**config.mk**
```make
export PLATFORM = sky130hd
export DESIGN_NAME = bli_invoke
export DESIGN_NICKNAME = d
export VERILOG_FILES = /design/src/bli_pw_check.v /design/src/bli_link_gate.v /design/src/bli_invoke.v
export VERILOG_INCLUDE_DIRS = /design/src
export SDC_FILE = /design/constraint.sdc
export NUM_CORES = 1
export LEC_CHECK = 0
export ABC_AREA = 1
export BUFFER_PORTS_ARGS = -buffer_cell sky130_fd_sc_hd__buf_2
export CORE_MARGIN = 8
export CORE_UTILIZATION = 31
export DETAILED_ROUTE_END_ITERATION = 8
export GPL_TIMING_DRIVEN = 0
export PLACE_DENSITY_LB_ADDON = 0.12
export SLEW_MARGIN = 15
export SYNTH_ARGS = -nofsm -noshare
export SYNTH_HDL_FRONTEND = slang
export SYNTH_HIERARCHICAL = 1
export SYNTH_SLANG_ARGS = --single-unit
export TNS_END_PERCENT = 5
```
**constraint.sdc**
```tcl
create_clock -name i_clk_sys -period 2.5 [get_ports i_clk_sys]
set_clock_uncertainty 0.1 [all_clocks]
set_input_delay 0.5 -clock i_clk_sys [delete_from_list [all_inputs] [get_ports i_clk_sys]]
set_output_delay 0.5 -clock i_clk_sys [all_outputs]
set_load 0.005 [all_outputs]
```
**src/bli_consts.vh**
```
// constants for the boot loader invoke logic
`ifndef BLI_CONSTS_VH
`define BLI_CONSTS_VH

`define BLI_ADDR_W          4
`define BLI_DATA_W          32
`define BLI_PW_WORDS        8
`define BLI_PW_BITS         256

// word index; byte address is four times the index
`define BLI_REG_CONFIG      4'h0
`define BLI_REG_COMMAND     4'h1
`define BLI_REG_STATUS      4'h2
`define BLI_REG_VECTOR      4'h3
`define BLI_REG_PW_FIRST    4'h8

// config fields
`define BLI_CFG_LOADER_EN   0
`define BLI_CFG_FAST_BOOT   1
`define BLI_CFG_INVOKE_LVL  2
`define BLI_CFG_RESET       3'h5

// command fields, write only
`define BLI_CMD_SYSTEM_RESET_LDR  0
`define BLI_CMD_SYSTEM_RESET      1

// status fields
`define BLI_ST_LOADER       0
`define BLI_ST_APP          1
`define BLI_ST_UNLOCKED     2
`define BLI_ST_BOOTING      3
`define BLI_ST_BLANK        4
`define BLI_ST_PW_FAIL      5
`define BLI_ST_CAUSE_LSB    8

// entry causes
`define BLI_CAUSE_NONE      2'h0
`define BLI_CAUSE_PIN       2'h1
`define BLI_CAUSE_BLANK     2'h2
`define BLI_CAUSE_SOFT      2'h3

// an unprogrammed flash word reads all ones
`define BLI_BLANK_WORD      32'hffffffff

`endif

```
**src/bli_pw_check.v**
```verilog
// password store and compare for the serial boot loader
`timescale 1ns/1ps
`default_nettype none
`include "bli_consts.vh"

module bli_pw_check (
    input  wire                      i_clk_sys,
    input  wire                      i_rst_n,
    input  wire                      i_clear,
    input  wire                      i_wr,
    input  wire [2:0]                i_idx,
    input  wire [`BLI_DATA_W-1:0]    i_word,
    input  wire [`BLI_PW_BITS-1:0]   i_secret,
    output reg                       o_unlocked,
    output reg                       o_fail
);

    reg  [`BLI_DATA_W-1:0]  pw_q [0:`BLI_PW_WORDS-1];
    reg                     check_q;
    reg  [`BLI_PW_BITS-1:0] cat;
    integer                 k;
    integer                 j;

    always @* begin
        cat = {`BLI_PW_BITS{1'b0}};
        for (k = 0; k < `BLI_PW_WORDS; k = k + 1) begin
            cat[k*`BLI_DATA_W +: `BLI_DATA_W] = pw_q[k];
        end
    end

    // writing the last word arms one compare on the next edge
    always @(posedge i_clk_sys or negedge i_rst_n) begin
        if (!i_rst_n) begin
            for (j = 0; j < `BLI_PW_WORDS; j = j + 1) begin
                pw_q[j] <= {`BLI_DATA_W{1'b0}};
            end
            check_q    <= 1'b0;
            o_unlocked <= 1'b0;
            o_fail     <= 1'b0;
        end else if (i_clear) begin
            for (j = 0; j < `BLI_PW_WORDS; j = j + 1) begin
                pw_q[j] <= {`BLI_DATA_W{1'b0}};
            end
            check_q    <= 1'b0;
            o_unlocked <= 1'b0;
            o_fail     <= 1'b0;
        end else begin
            if (i_wr) begin
                pw_q[i_idx] <= i_word;
            end
            check_q <= i_wr && (i_idx == 3'h7);
            if (check_q) begin
                o_unlocked <= (cat == i_secret);
                o_fail     <= (cat != i_secret);
            end
        end
    end

endmodule
`default_nettype wire

```
**src/bli_link_gate.v**
```verilog
// gates loader uart and i2c pins onto the loader core while it runs
`timescale 1ns/1ps
`default_nettype none

module bli_link_gate (
    input  wire i_clk_sys,
    input  wire i_rst_n,
    input  wire i_enable,
    input  wire i_loader_uart_rx,
    output reg  o_loader_uart_tx,
    input  wire i_loader_i2c_clock,
    output reg  o_loader_i2c_clock_out,
    output reg  o_loader_i2c_clock_oe,
    input  wire i_loader_i2c_data,
    output reg  o_loader_i2c_data_out,
    output reg  o_loader_i2c_data_oe,
    input  wire i_core_tx,
    input  wire i_core_i2c_clock_low,
    input  wire i_core_i2c_data_low,
    output reg  o_core_rx,
    output reg  o_core_i2c_clock,
    output reg  o_core_i2c_data
);

    // open drain: only ever drives low; idle lines stay released
    always @(posedge i_clk_sys or negedge i_rst_n) begin
        if (!i_rst_n) begin
            o_loader_uart_tx       <= 1'b1;
            o_loader_i2c_clock_out <= 1'b0;
            o_loader_i2c_clock_oe  <= 1'b0;
            o_loader_i2c_data_out  <= 1'b0;
            o_loader_i2c_data_oe   <= 1'b0;
            o_core_rx              <= 1'b1;
            o_core_i2c_clock       <= 1'b1;
            o_core_i2c_data        <= 1'b1;
        end else begin
            o_loader_uart_tx       <= i_enable ? i_core_tx : 1'b1;
            o_loader_i2c_clock_out <= 1'b0;
            o_loader_i2c_clock_oe  <= i_enable && i_core_i2c_clock_low;
            o_loader_i2c_data_out  <= 1'b0;
            o_loader_i2c_data_oe   <= i_enable && i_core_i2c_data_low;
            o_core_rx              <= i_enable ? i_loader_uart_rx : 1'b1;
            o_core_i2c_clock       <= i_enable ? i_loader_i2c_clock : 1'b1;
            o_core_i2c_data        <= i_enable ? i_loader_i2c_data : 1'b1;
        end
    end

endmodule
`default_nettype wire

```
**src/bli_invoke.v**
```verilog
// boot-time and runtime entry decision for the serial boot loader
`timescale 1ns/1ps
`default_nettype none
`include "bli_consts.vh"

module bli_invoke (
    input  wire                     i_clk_sys,
    input  wire                     i_rst_n,
    // avalon-mm slave
    input  wire [`BLI_ADDR_W-1:0]   i_avs_address,
    input  wire                     i_avs_read,
    input  wire                     i_avs_write,
    input  wire [`BLI_DATA_W-1:0]   i_avs_writedata,
    output reg  [`BLI_DATA_W-1:0]   o_avs_readdata,
    output reg                      o_avs_waitrequest,
    // boot inputs
    input  wire                     i_external_reset_n,
    input  wire                     i_loader_request_pin,
    input  wire [`BLI_DATA_W-1:0]   i_reset_vector,
    input  wire [`BLI_DATA_W-1:0]   i_stack_pointer,
    input  wire [`BLI_PW_BITS-1:0]  i_user_password,
    // boot results
    output reg                      o_loader_start,
    output reg                      o_loader_active,
    output reg                      o_app_start,
    output reg  [`BLI_DATA_W-1:0]   o_app_vector,
    output wire                     o_loader_access_granted,
    // loader link pins
    input  wire                     i_loader_uart_rx,
    output wire                     o_loader_uart_tx,
    input  wire                     i_loader_i2c_clock,
    output wire                     o_loader_i2c_clock_out,
    output wire                     o_loader_i2c_clock_oe,
    input  wire                     i_loader_i2c_data,
    output wire                     o_loader_i2c_data_out,
    output wire                     o_loader_i2c_data_oe,
    // loader core side
    input  wire                     i_core_tx,
    input  wire                     i_core_i2c_clock_low,
    input  wire                     i_core_i2c_data_low,
    output wire                     o_core_rx,
    output wire                     o_core_i2c_clock,
    output wire                     o_core_i2c_data
);

    // hold waits out an external reset; boot samples the pins once
    localparam [2:0] ST_HOLD   = 3'h0;
    localparam [2:0] ST_BOOT   = 3'h1;
    localparam [2:0] ST_DECIDE = 3'h2;
    localparam [2:0] ST_LOADER = 3'h3;
    localparam [2:0] ST_APP    = 3'h4;

    reg  [2:0]              state_q;
    reg  [2:0]              state_d;
    reg  [2:0]              cfg_q;
    reg                     soft_entry_q;
    reg                     soft_reset_q;
    reg  [1:0]              cause_q;
    reg  [1:0]              cause_d;
    reg                     pin_q;
    reg                     blank_q;
    reg                     unlock_clear;
    reg  [`BLI_DATA_W-1:0]  rdata;
    wire                    req;
    wire                    take;
    wire                    wr_take;
    wire                    pw_wr;
    wire                    unlocked;
    wire                    pw_fail;
    wire                    in_loader;

    function blank_word;
        input [`BLI_DATA_W-1:0] w;
        begin
            blank_word = (w == `BLI_BLANK_WORD);
        end
    endfunction

    // register index decode, shared by the config and command write paths
    function reg_hit;
        input [`BLI_ADDR_W-1:0] a;
        input [`BLI_ADDR_W-1:0] idx;
        begin
            reg_hit = (a == idx);
        end
    endfunction

    // bus: waitrequest drops for exactly one cycle per request
    assign req     = i_avs_read || i_avs_write;
    assign take    = req && !o_avs_waitrequest;
    assign wr_take = take && i_avs_write;
    assign pw_wr   = wr_take && (i_avs_address[3] == 1'b1);
    assign in_loader = (state_q == ST_LOADER);

    always @(posedge i_clk_sys or negedge i_rst_n) begin
        if (!i_rst_n) begin
            o_avs_waitrequest <= 1'b1;
            o_avs_readdata    <= {`BLI_DATA_W{1'b0}};
        end else begin
            o_avs_waitrequest <= !(req && o_avs_waitrequest);
            // loaded in the wait cycle so it stands when waitrequest drops
            if (i_avs_read && o_avs_waitrequest) begin
                o_avs_readdata <= rdata;
            end
        end
    end

    // unmapped and write-only indexes read as zero
    always @* begin
        rdata = {`BLI_DATA_W{1'b0}};
        case (i_avs_address)
            `BLI_REG_CONFIG: begin
                rdata[2:0] = cfg_q;
            end
            `BLI_REG_STATUS: begin
                rdata[`BLI_ST_LOADER]   = in_loader;
                rdata[`BLI_ST_APP]      = (state_q == ST_APP);
                rdata[`BLI_ST_UNLOCKED] = unlocked;
                rdata[`BLI_ST_BOOTING]  = !in_loader && (state_q != ST_APP);
                rdata[`BLI_ST_BLANK]    = blank_q;
                rdata[`BLI_ST_PW_FAIL]  = pw_fail;
                rdata[`BLI_ST_CAUSE_LSB +: 2] = cause_q;
            end
            `BLI_REG_VECTOR: begin
                rdata = o_app_vector;
            end
            default: begin
                rdata = {`BLI_DATA_W{1'b0}};
            end
        endcase
    end

    // configuration survives boot resets; only power-on reset restores it
    always @(posedge i_clk_sys or negedge i_rst_n) begin
        if (!i_rst_n) begin
            cfg_q <= `BLI_CFG_RESET;
        end else if (wr_take && reg_hit(i_avs_address, `BLI_REG_CONFIG)) begin
            cfg_q <= i_avs_writedata[2:0];
        end
    end

    // a system reset to loader request is remembered across the restart
    always @(posedge i_clk_sys or negedge i_rst_n) begin
        if (!i_rst_n) begin
            soft_entry_q <= 1'b0;
            soft_reset_q <= 1'b0;
        end else begin
            soft_reset_q <= wr_take &&
                            reg_hit(i_avs_address, `BLI_REG_COMMAND) &&
                            (i_avs_writedata[`BLI_CMD_SYSTEM_RESET] ||
                             i_avs_writedata[`BLI_CMD_SYSTEM_RESET_LDR]);
            if (wr_take && reg_hit(i_avs_address, `BLI_REG_COMMAND) &&
                i_avs_writedata[`BLI_CMD_SYSTEM_RESET_LDR]) begin
                soft_entry_q <= 1'b1;
            end else if (state_q == ST_DECIDE) begin
                soft_entry_q <= 1'b0;
            end
        end
    end

    // boot inputs are sampled once, in the boot state
    always @(posedge i_clk_sys or negedge i_rst_n) begin
        if (!i_rst_n) begin
            pin_q   <= 1'b0;
            blank_q <= 1'b0;
        end else if (state_q == ST_BOOT) begin
            pin_q   <= i_loader_request_pin;
            blank_q <= blank_word(i_reset_vector) &&
                       blank_word(i_stack_pointer);
        end
    end

    always @* begin
        state_d      = state_q;
        cause_d      = cause_q;
        unlock_clear = 1'b0;
        case (state_q)
            ST_HOLD: begin
                unlock_clear = 1'b1;
                if (i_external_reset_n) begin
                    state_d = ST_BOOT;
                end
            end
            ST_BOOT: begin
                state_d = ST_DECIDE;
            end
            ST_DECIDE: begin
                // disable outranks soft entry, then blank, then the pin
                if (!cfg_q[`BLI_CFG_LOADER_EN]) begin
                    cause_d = `BLI_CAUSE_NONE;
                    state_d = ST_APP;
                end else if (soft_entry_q) begin
                    cause_d = `BLI_CAUSE_SOFT;
                    state_d = ST_LOADER;
                end else if (blank_q) begin
                    cause_d = `BLI_CAUSE_BLANK;
                    state_d = ST_LOADER;
                end else if (!cfg_q[`BLI_CFG_FAST_BOOT] &&
                             pin_q == cfg_q[`BLI_CFG_INVOKE_LVL]) begin
                    cause_d = `BLI_CAUSE_PIN;
                    state_d = ST_LOADER;
                end else begin
                    cause_d = `BLI_CAUSE_NONE;
                    state_d = ST_APP;
                end
            end
            ST_LOADER: begin
                state_d = ST_LOADER;
            end
            ST_APP: begin
                state_d = ST_APP;
            end
            default: begin
                state_d = ST_HOLD;
            end
        endcase
        // external reset pulse or system reset restarts the boot
        if (!i_external_reset_n) begin
            state_d      = ST_HOLD;
            unlock_clear = 1'b1;
        end else if (soft_reset_q) begin
            state_d      = ST_BOOT;
            unlock_clear = 1'b1;
        end
    end

    // start pulses stand one cycle; active follows the next state
    always @(posedge i_clk_sys or negedge i_rst_n) begin
        if (!i_rst_n) begin
            state_q         <= ST_BOOT;
            cause_q         <= `BLI_CAUSE_NONE;
            o_loader_start  <= 1'b0;
            o_loader_active <= 1'b0;
            o_app_start     <= 1'b0;
            o_app_vector    <= {`BLI_DATA_W{1'b0}};
        end else begin
            state_q         <= state_d;
            cause_q         <= cause_d;
            o_loader_start  <= (state_q == ST_DECIDE) &&
                               (state_d == ST_LOADER);
            o_loader_active <= (state_d == ST_LOADER);
            o_app_start     <= (state_q == ST_DECIDE) &&
                               (state_d == ST_APP);
            if (state_q == ST_DECIDE && state_d == ST_APP) begin
                o_app_vector <= i_reset_vector;
            end
        end
    end

    // password words only count while the loader runs
    // a failed compare leaves the fail flag up; the host may retry
    bli_pw_check u_pw (
        .i_clk_sys  (i_clk_sys),
        .i_rst_n    (i_rst_n),
        .i_clear    (unlock_clear),
        .i_wr       (pw_wr && in_loader),
        .i_idx      (i_avs_address[2:0]),
        .i_word     (i_avs_writedata),
        .i_secret   (i_user_password),
        .o_unlocked (unlocked),
        .o_fail     (pw_fail)
    );

    assign o_loader_access_granted = unlocked;

    // pins follow the registered active flag, one cycle behind
    bli_link_gate u_link (
        .i_clk_sys              (i_clk_sys),
        .i_rst_n                (i_rst_n),
        .i_enable               (o_loader_active),
        .i_loader_uart_rx       (i_loader_uart_rx),
        .o_loader_uart_tx       (o_loader_uart_tx),
        .i_loader_i2c_clock     (i_loader_i2c_clock),
        .o_loader_i2c_clock_out (o_loader_i2c_clock_out),
        .o_loader_i2c_clock_oe  (o_loader_i2c_clock_oe),
        .i_loader_i2c_data      (i_loader_i2c_data),
        .o_loader_i2c_data_out  (o_loader_i2c_data_out),
        .o_loader_i2c_data_oe   (o_loader_i2c_data_oe),
        .i_core_tx              (i_core_tx),
        .i_core_i2c_clock_low   (i_core_i2c_clock_low),
        .i_core_i2c_data_low    (i_core_i2c_data_low),
        .o_core_rx              (o_core_rx),
        .o_core_i2c_clock       (o_core_i2c_clock),
        .o_core_i2c_data        (o_core_i2c_data)
    );

endmodule
`default_nettype wire

```
Yosys cells after proc, flatten, opt, wreduce, memory -nomap -nowiden. Cells that the tools add are included.

Register bits: 345. Input bits: 368. Output and inout bits: 77. Word-level logic and storage cells: 114.

$lt $le $gt $ge: 2. Equal/unequal tests: 16. Multiplexer cells: 35. Bitwise logic cells: 1. Reduce and logical (&&, ||, !) cells: 30.

Operators by type and width (count): $mux W256 (2); $bwmux W256 (1); $eq A256 B256 Y1 (1); $ne A256 B256 Y1 (1); $demux W32 S3 (1); $eq A32 B32 Y1 const B (2); $mux W32 (1); $mux W22 (1); $logic_and A1 B1 Y1 (19); $mux W3 (6); $mux W1 (15); $pmux W3 S5 (1); $eq A3 B2 Y1 const B (3); $eq A3 B3 Y1 const B (3); $pmux W3 S3 (1); $eq A4 B2 Y1 const B (2); $mux W2 (4); $pmux W3 S2 (1); $reduce_bool A2 Y1 (3); $eq A4 B1 Y1 const B (1); $ge A4 B4 Y1 const B (1); $logic_not A1 Y1 (4); $logic_not A4 Y1 (1); $lt A4 B1 Y1 const B (1); 7 further kinds (8).

Longest topological paths before layout. Gate-level depths: netlist of the first run.

Word-level depth: 11. Gate-level depth with buffers: 13.

Cells and area by module. Netlist of the first run, hierarchy kept.

Modules (own cells, without submodules): bli_pw_check (instances 1, cells an instance 1889, area each 13804.5 um^2); bli_invoke (instances 1, cells an instance 416, area each 3447.1 um^2); bli_link_gate (instances 1, cells an instance 21, area each 219.0 um^2).

Worst setup path after synthesis of the first run. No wires, ideal clock.

Kind: in2reg. From: input i_avs_write. To: register u_pw.pw_q, in the netlist u_pw/cat[40]. Data arrival time: 1609 ps. Required time: 2267 ps. Path slack: 658 ps. Stages: 9. Cell sequence: inv_1 nor2_1 nand2_1 nor2_1 buf_2 nand4_2 nand2_2 buf_2 o22ai_1.

Cells in the longest elaborated chain, start to end: 6.

RTL lines: start, declared (line bli_invoke.v:12) `input wire i_avs_write,`; $logic_or A1 B1 Y1 (line bli_invoke.v:89) `assign req = i_avs_read || i_avs_write;`; $logic_and A1 B1 Y1 (line bli_invoke.v:90) `assign take = req && !o_avs_waitrequest;`; $logic_and A1 B1 Y1 * (line bli_invoke.v:91) `assign wr_take = take && i_avs_write;`; $logic_and A1 B1 Y1 * (line bli_invoke.v:92) `assign pw_wr = wr_take && (i_avs_address[3] == 1'b1);`; $logic_and A1 B1 Y1 * (line bli_invoke.v:256) `.i_wr (pw_wr && in_loader),`; $reduce_bool A2 Y1 (no line) *; end signal, assigned by index (line bli_pw_check.v:35) `` pw_q[j] <= {`BLI_DATA_W{1'b0}}; ``; end signal, assigned by index (line bli_pw_check.v:42) `` pw_q[j] <= {`BLI_DATA_W{1'b0}}; ``; end signal, assigned by index (line bli_pw_check.v:49) `pw_q[i_idx] <= i_word;`; end, declared (line bli_pw_check.v:18) `` reg [`BLI_DATA_W-1:0] pw_q [0:`BLI_PW_WORDS-1]; ``.

Every way passes the cells marked *; elsewhere a longest branch is shown, timed or not. A chain may end at the register's enable or synchronous reset.

Worst setup path in the final report of the first run.
From: register state_q[0]. To: register u_pw.pw_q, in the netlist u_pw/cat[213].

Cells in the longest elaborated chain, start to end: 5. Elaborated cells between the ends (all ways): 8.

RTL lines: start, declared (line bli_invoke.v:53) `reg [2:0] state_q;`; start signal, assigned (line bli_invoke.v:237) `state_q <= state_d;`; $logic_not A3 Y1 (line bli_invoke.v:177) `case (state_q)`; $mux W1 (line bli_invoke.v:177); $mux W1 (line bli_invoke.v:221) `end else if (soft_reset_q) begin`; $mux W1 (line bli_invoke.v:218) `if (!i_external_reset_n) begin`; $mux W256 / $reduce_bool A2 Y1 (equally long branches).

Parallel ways exist; a longest one is shown, timed or not.

==> qor.yml, run 1 <==
hold_depth: 3
synth_seq_cells: 345
worst_setup_path_end_kind: "register"
ios: 445
clock_latency_ns: 0.55
antenna_left: 0
arrival_ns: 2.70
pre_cts_slack_ns: -0.4883
maxSlewHeadroom: 0.5523
syn_inst: 2326
power.leakage_nw: 11.77
die_w_um: 253.4
yosysWarnings: 6
cp-start-kind: "register"
setup_viol: 0
ys_seq_area_frac: 0.4947
syn_to_final_growth_pct: 27.76
fin_ws_ns: 0.1243
drive_gt1_frac: 0.2142
clkSinkCount: 345
num_rows: 87
grt_antenna_before_repair: 32
grt_remaining_overflow: 0
min_period_ns: 2.376
htreeDepth: 2
r2r_setup_slack_ns: 0.12
drc: 0
path_max_fanout: 10
post_drt_wl_per_cell_um: 19.13
core_um2: 56060
numPortBuffers: 442
synth-main-ff-cell: "dfrtp_1"
reg2reg_to: "u_pw/cat[213]"
ir_drop_v: 0.0003865
die_h_um: 253.4
cts_tree: "yes"
rr_startpoint: "state_q[0]"
status: "finished clean"
syn_area_per_cell_um2: 7.511
p_per_area_nw_per_um2: 661.9
grt_max_degree: 100
dpl.hpwl_mm: 54.39
numCtsBuffers: 42
synth_area_um2: 17470
die_area_um2: 64210
dr.pass1.iters: 5
placed_area_um2: 20720
dp.cells: 3528
ys_types: 28
n_fill_cell: 5839
grt_pass1_vias: 16954
async_flop_share: 1.000
num_vias: 16636
rsz0062_at_grt: "true"
synth-edff-count: 0
fin_area_um2: 22320
grt_pass1_wl_mm: 102.9
root_buffer: "clkbuf_16"
hold_end: "u_link/o_loader_i2c_clock_oe"
ff2ff_path_depth: 7
critical_path_class: "reg2reg"
totalWireLength_mm: 69.46
clkTransAtPathRegs_ns: 0.06
fin_total_pwr_mw: 14.77
yosysTopAreaCellShare: 0.4827
maxSlewViolCount: 0
finalHoldViolCount: 0
min_period_over_period: 0.9503
grt.total_usage: 0.2128
hold_path_class: "in2reg"
timing.fmax_mhz: 420.9
final_nets: 3195
start_util: 0.3116
globalplace.congestion: 0.8907
cts_buffer_depth: 3
cap_violations: 0
fin_cells: 3630
required_ns: 2.83
worstMarginPinSlew_ns: 0.6716
hold_start: "i_core_i2c_clock_low"
synthTopCellsByArea: "dfrtp_1, nand2_1, inv_1, xor2_1, o22ai_1"
initialDrtViolationCount: 896
final_util: 0.3981
synth_top_area_cell: "dfrtp_1"
viasPerCell: 4.583
how the worst max path moves through the flow:
stage | start | to | slack [ns] | cells past startpoint
3_5_place_dp | i_avs_write | u_pw/cat[68] | -0.49 | 10
2_1_floorplan | i_avs_write | u_pw/cat[40] | 0.66 | 9
5_1_grt | state_q[0] | u_pw/cat[132] | -0.03 | 7
4_1_cts | state_q[0] | u_pw/cat[6] | -0.006 | 8
3_3_place_gp | i_rst_n | u_pw/cat[88] | -6.48 | 1
6_report | state_q[0] | u_pw/cat[213] | 0.12 | 7
critical path, stage by stage, from the launching register on:
cell,delay [ns]
dfstp_2,0.59
nand2_1,0.11
nor2_1,0.15
buf_2,0.25
nand4_1,0.26
nand2_1,0.34
buf_2,0.34
o22ai_1,0.11
logic make-up (layout without fill, tap and decap cells):
logic type | Yosys count | count (layout) | synth area share
AO/OA/AOI/OAI | 275 | 275 | 0.08981
XOR/XNOR | 106 | 106 | 0.05314
buffers and inverters | 416 | 946 | 0.09346
flip-flops | 345 | 345 | 0.4947
other | 1 | 19 | 0.0002146
AND/OR/NAND/NOR | 1183 | 1183 | 0.2686
layout make-up:
type,instances,area [um^2],share of cell area
sequential,345,8643,0.3872
multi-input combinational,1566,7322,0.3280
timing repair buffer,456,2405,0.1077
inverter,337,1265,0.05667
clock buffer,66,1212,0.05432
tap,756,945.9,0.04238
buffer,79,387.9,0.01738
clock inverter,8,96.34,0.004316
antenna,17,42.54,0.001906
what timing repair did:
| item | in CTS | in global routing |
|---|---|---|
| pin swaps | 2 | 0 |
| gates cloned | 0 | 0 |
| endpoints found under the setup margin | 224 | 235 |
| gates resized for setup | 42 | 14 |
| buffers inserted | 4 | 0 |
| hold buffers | 7 | 0 |
| hold endpoints to repair | 79 | 0 |
registers in the layout (all words and copies together) (netlist names), 2 cells and up:
| register | count |
|---|---|
| u_pw/cat | 256 |
| o_app_vector | 32 |
| o_avs_readdata | 32 |
| cfg_q | 3 |
| state_q | 3 |
| cause_q | 2 |
report_power, final:
group	switching (mW)	total [mW]	internal (mW)
sequential	0.303	6.24	5.93
combinational	1.68	2.58	0.900
clock	2.44	5.96	3.52
total	4.42	14.8	10.4
synth_stat cells (all sizes together) (6+ instances only):
library cell,instances
buf,52
nand2,840
a21oi,6
xor2,106
nand4,22
dfstp,8
o22ai,147
dfrtp,337
nor2,198
o21ai,116
nand3,118
inv,337
clkbuf,27
stage by stage:
step                hold slack (ns)   TNS [ns]
floorplan                    0.1044          0
global placement             0.3610   -2255.07
detailed placement           0.3657     -48.59
CTS                        0.004501  -0.005753
global route                0.02316   -0.04616
finish                      0.04185          0
routing by layer:
metal  GRT usage  vias to the layer above  share of wire
met1      0.2620                     7720           0.42
met3     0.06178                      120          0.080
met5           0                        -         0.0019
met2      0.3535                      497           0.47
met4     0.07413                       20          0.028
li1            -                     8279              -
placed cells by master (no fill, tap or decap), types with 20 or more instances in the layout:
| cell | instances |
|---|---|
| nand2_1 | 804 |
| buf_2 | 475 |
| dfrtp_1 | 337 |
| inv_1 | 330 |
| nor2_1 | 194 |
| o22ai_1 | 147 |
| nand3_1 | 117 |
| xor2_1 | 106 |
| o21ai_0 | 104 |
| clkbuf_16 | 43 |
| clkbuf_1 | 42 |
| nand2_2 | 32 |
| nand4_1 | 20 |
No activity file was read; power rests on OpenSTA's default activity.
==> inputs of run 2 (changes only) <==
Settings changed: CORE_UTILIZATION 31 to 40.
==> qor.yml, run 2 (synthesis results as in run 1) <==
die_h_um: 225.0
crit_chain: "nor2_1 > nand2_1 > nand3_1 > inv_1 > clkbuf_4 > clkbuf_4 > nand2_2 > o22ai_1"
cts_tree: "yes"
largest_reg_flops: 256
cap_violations: 0
core_um2: 43080
cp_common_cell: "clkbuf_4"
root_buffer: "clkbuf_16"
num_rows: 76
r2r_setup_slack_ns: 0.02
maxSlewViolCount: 0
cpMaxStageDelayCell: "dfstp_2"
p_per_area_nw_per_um2: 665.9
htreeDepth: 2
fin_total_pwr_mw: 14.70
path_max_fanout: 10
start_util: 0.4056
grt_antenna_before_repair: 27
drive_gt1_frac: 0.2144
setup_viol: 0
ir_drop_v: 0.0004652
placed_area_um2: 20540
clock_latency_ns: 0.56
hold_path_class: "in2reg"
num_vias: 16916
min_period_over_period: 0.9914
final-seq-area_um2: 8643
worstMarginPinSlew_ns: 0.6501
initialDrtViolationCount: 1194
ff2ff_path_depth: 8
n_fill_cell: 4239
multi_input_comb_area_um2: 7311
fin_ws_ns: 0.02141
status: "finished clean"
power.leakage_nw: 11.79
numCtsBuffers: 41
final_nets: 3191
post_drt_wl_per_cell_um: 19.10
grt_pass1_wl_mm: 98.41
pre_cts_slack_ns: -0.3432
viasPerCell: 4.902
required_ns: 2.85
final_cell_mix: "nand2_1, buf_2, dfrtp_1"
min_period_ns: 2.479
grt_max_degree: 100
worst_setup_path_end_kind: "register"
hold_end: "u_link/o_loader_i2c_clock_oe"
cts_buffer_depth: 3
dr.pass1.iters: 5
numPortBuffers: 442
rr_startpoint: "state_q[0]"
grt.total_usage: 0.2544
grt_pass1_vias: 17054
antenna_left: 0
maxSlewHeadroom: 0.5666
clkTransAtPathRegs_ns: 0.06
hold_start: "i_core_i2c_clock_low"
totalWireLength_mm: 65.91
final_common_cell: "nand2_1"
globalplace.congestion: 0.9016
cp-start-kind: "register"
ios: 445
critical_path_class: "reg2reg"
grt_remaining_overflow: 0
critPathMaxStageDelay_ns: 0.59
clkSinkCount: 345
fin_area_um2: 22080
drc: 0
die_w_um: 225.0
die_area_um2: 50620
rsz0062_at_grt: "true"
timing.fmax_mhz: 403.5
finalHoldViolCount: 0
dpl.hpwl_mm: 50.93
arrival_ns: 2.83
hold_depth: 3
reg2reg_to: "u_pw/cat[111]"
syn_to_final_growth_pct: 26.38
run 2: changes by cell type in the layout (fill, tap and decap cells not counted), sizes merged:
cell,previous run,this run
clkinvlp,1,0
inv,338,337
buf,498,496
diode,17,16
clkinv,4,7
dlygate4sd3,7,5
clkbuf,96,92
run 2: worst max path at each step:
stage                                  from       endpoint  slack (ns)  cells past startpoint
after floorplan                 i_avs_write   u_pw/cat[40]        0.66                      9
after global placement              i_rst_n   u_pw/cat[87]       -6.29                      1
after detailed placement        i_avs_write   u_pw/cat[73]       -0.34                     10
after CTS                        state_q[0]  u_pw/cat[132]       -0.11                      8
after global routing      o_avs_waitrequest  u_pw/cat[132]       -0.06                      8
final                            state_q[0]  u_pw/cat[111]        0.02                      8
run 2: per-stage QoR:
stage | hold WS (ns) | instances | utilization | setup TNS [ns]
2_1_floorplan | 0.1044 | 2327 | - | 0
3_3_place_gp | 0.3617 | 3354 | 0.4740 | -2153.81
3_5_place_dp | 0.3693 | 3358 | 0.4768 | -27.05
4_1_cts | 0.0001827 | 3434 | 0.5094 | -5.517
5_1_grt | 0.02457 | 3444 | 0.5121 | -1.641
6_report | 0.03089 | 3451 | 0.5125 | 0
run 2: area by class of cell:
| type | instances | share of cell area |
|---|---|---|
| diodes | 16 | 0.001813 |
| plain buffers | 79 | 0.01740 |
| clock buffers | 61 | 0.05486 |
| clock inverters | 9 | 0.004307 |
| inverters | 337 | 0.05729 |
| multi-input cells | 1566 | 0.3311 |
| flip-flops and latches | 345 | 0.3915 |
| well taps | 585 | 0.03315 |
| repair buffers | 453 | 0.1086 |
run 2: layer usage:
metal,vias to the layer above,share of wire,GRT usage
met5,-,0.0025,0
met4,24,0.032,0.1032
met3,133,0.079,0.07040
met2,582,0.47,0.4201
met1,7923,0.41,0.3120
li1,8254,-,-
run 2: critical path: cells and delay by family (launching register included):
kind / cells / cell delay [ns]
buffers and inverters: 3 / 0.73
DFF: 1 / 0.59
and+or+nand+nor: 4 / 0.66
AOI/OAI and AO/OA: 1 / 0.27
run 2: repair_timing:
item / CTS / global route
setup endpoints to repair: 158 / 224
endpoints found under the hold margin: 95 / 0
cloned: 0 / 0
gates resized for setup: 16 / 36
buffers inserted: 1 / 1
pin swaps: 1 / 1
hold buffers: 5 / 0
run 2: report_power, final:
group	leakage (nW)	internal, mW	switching, mW
sequential	4.73	5.93	0.311
clock	0.651	3.53	2.38
combinational	6.41	0.898	1.65
total	11.8	10.4	4.34
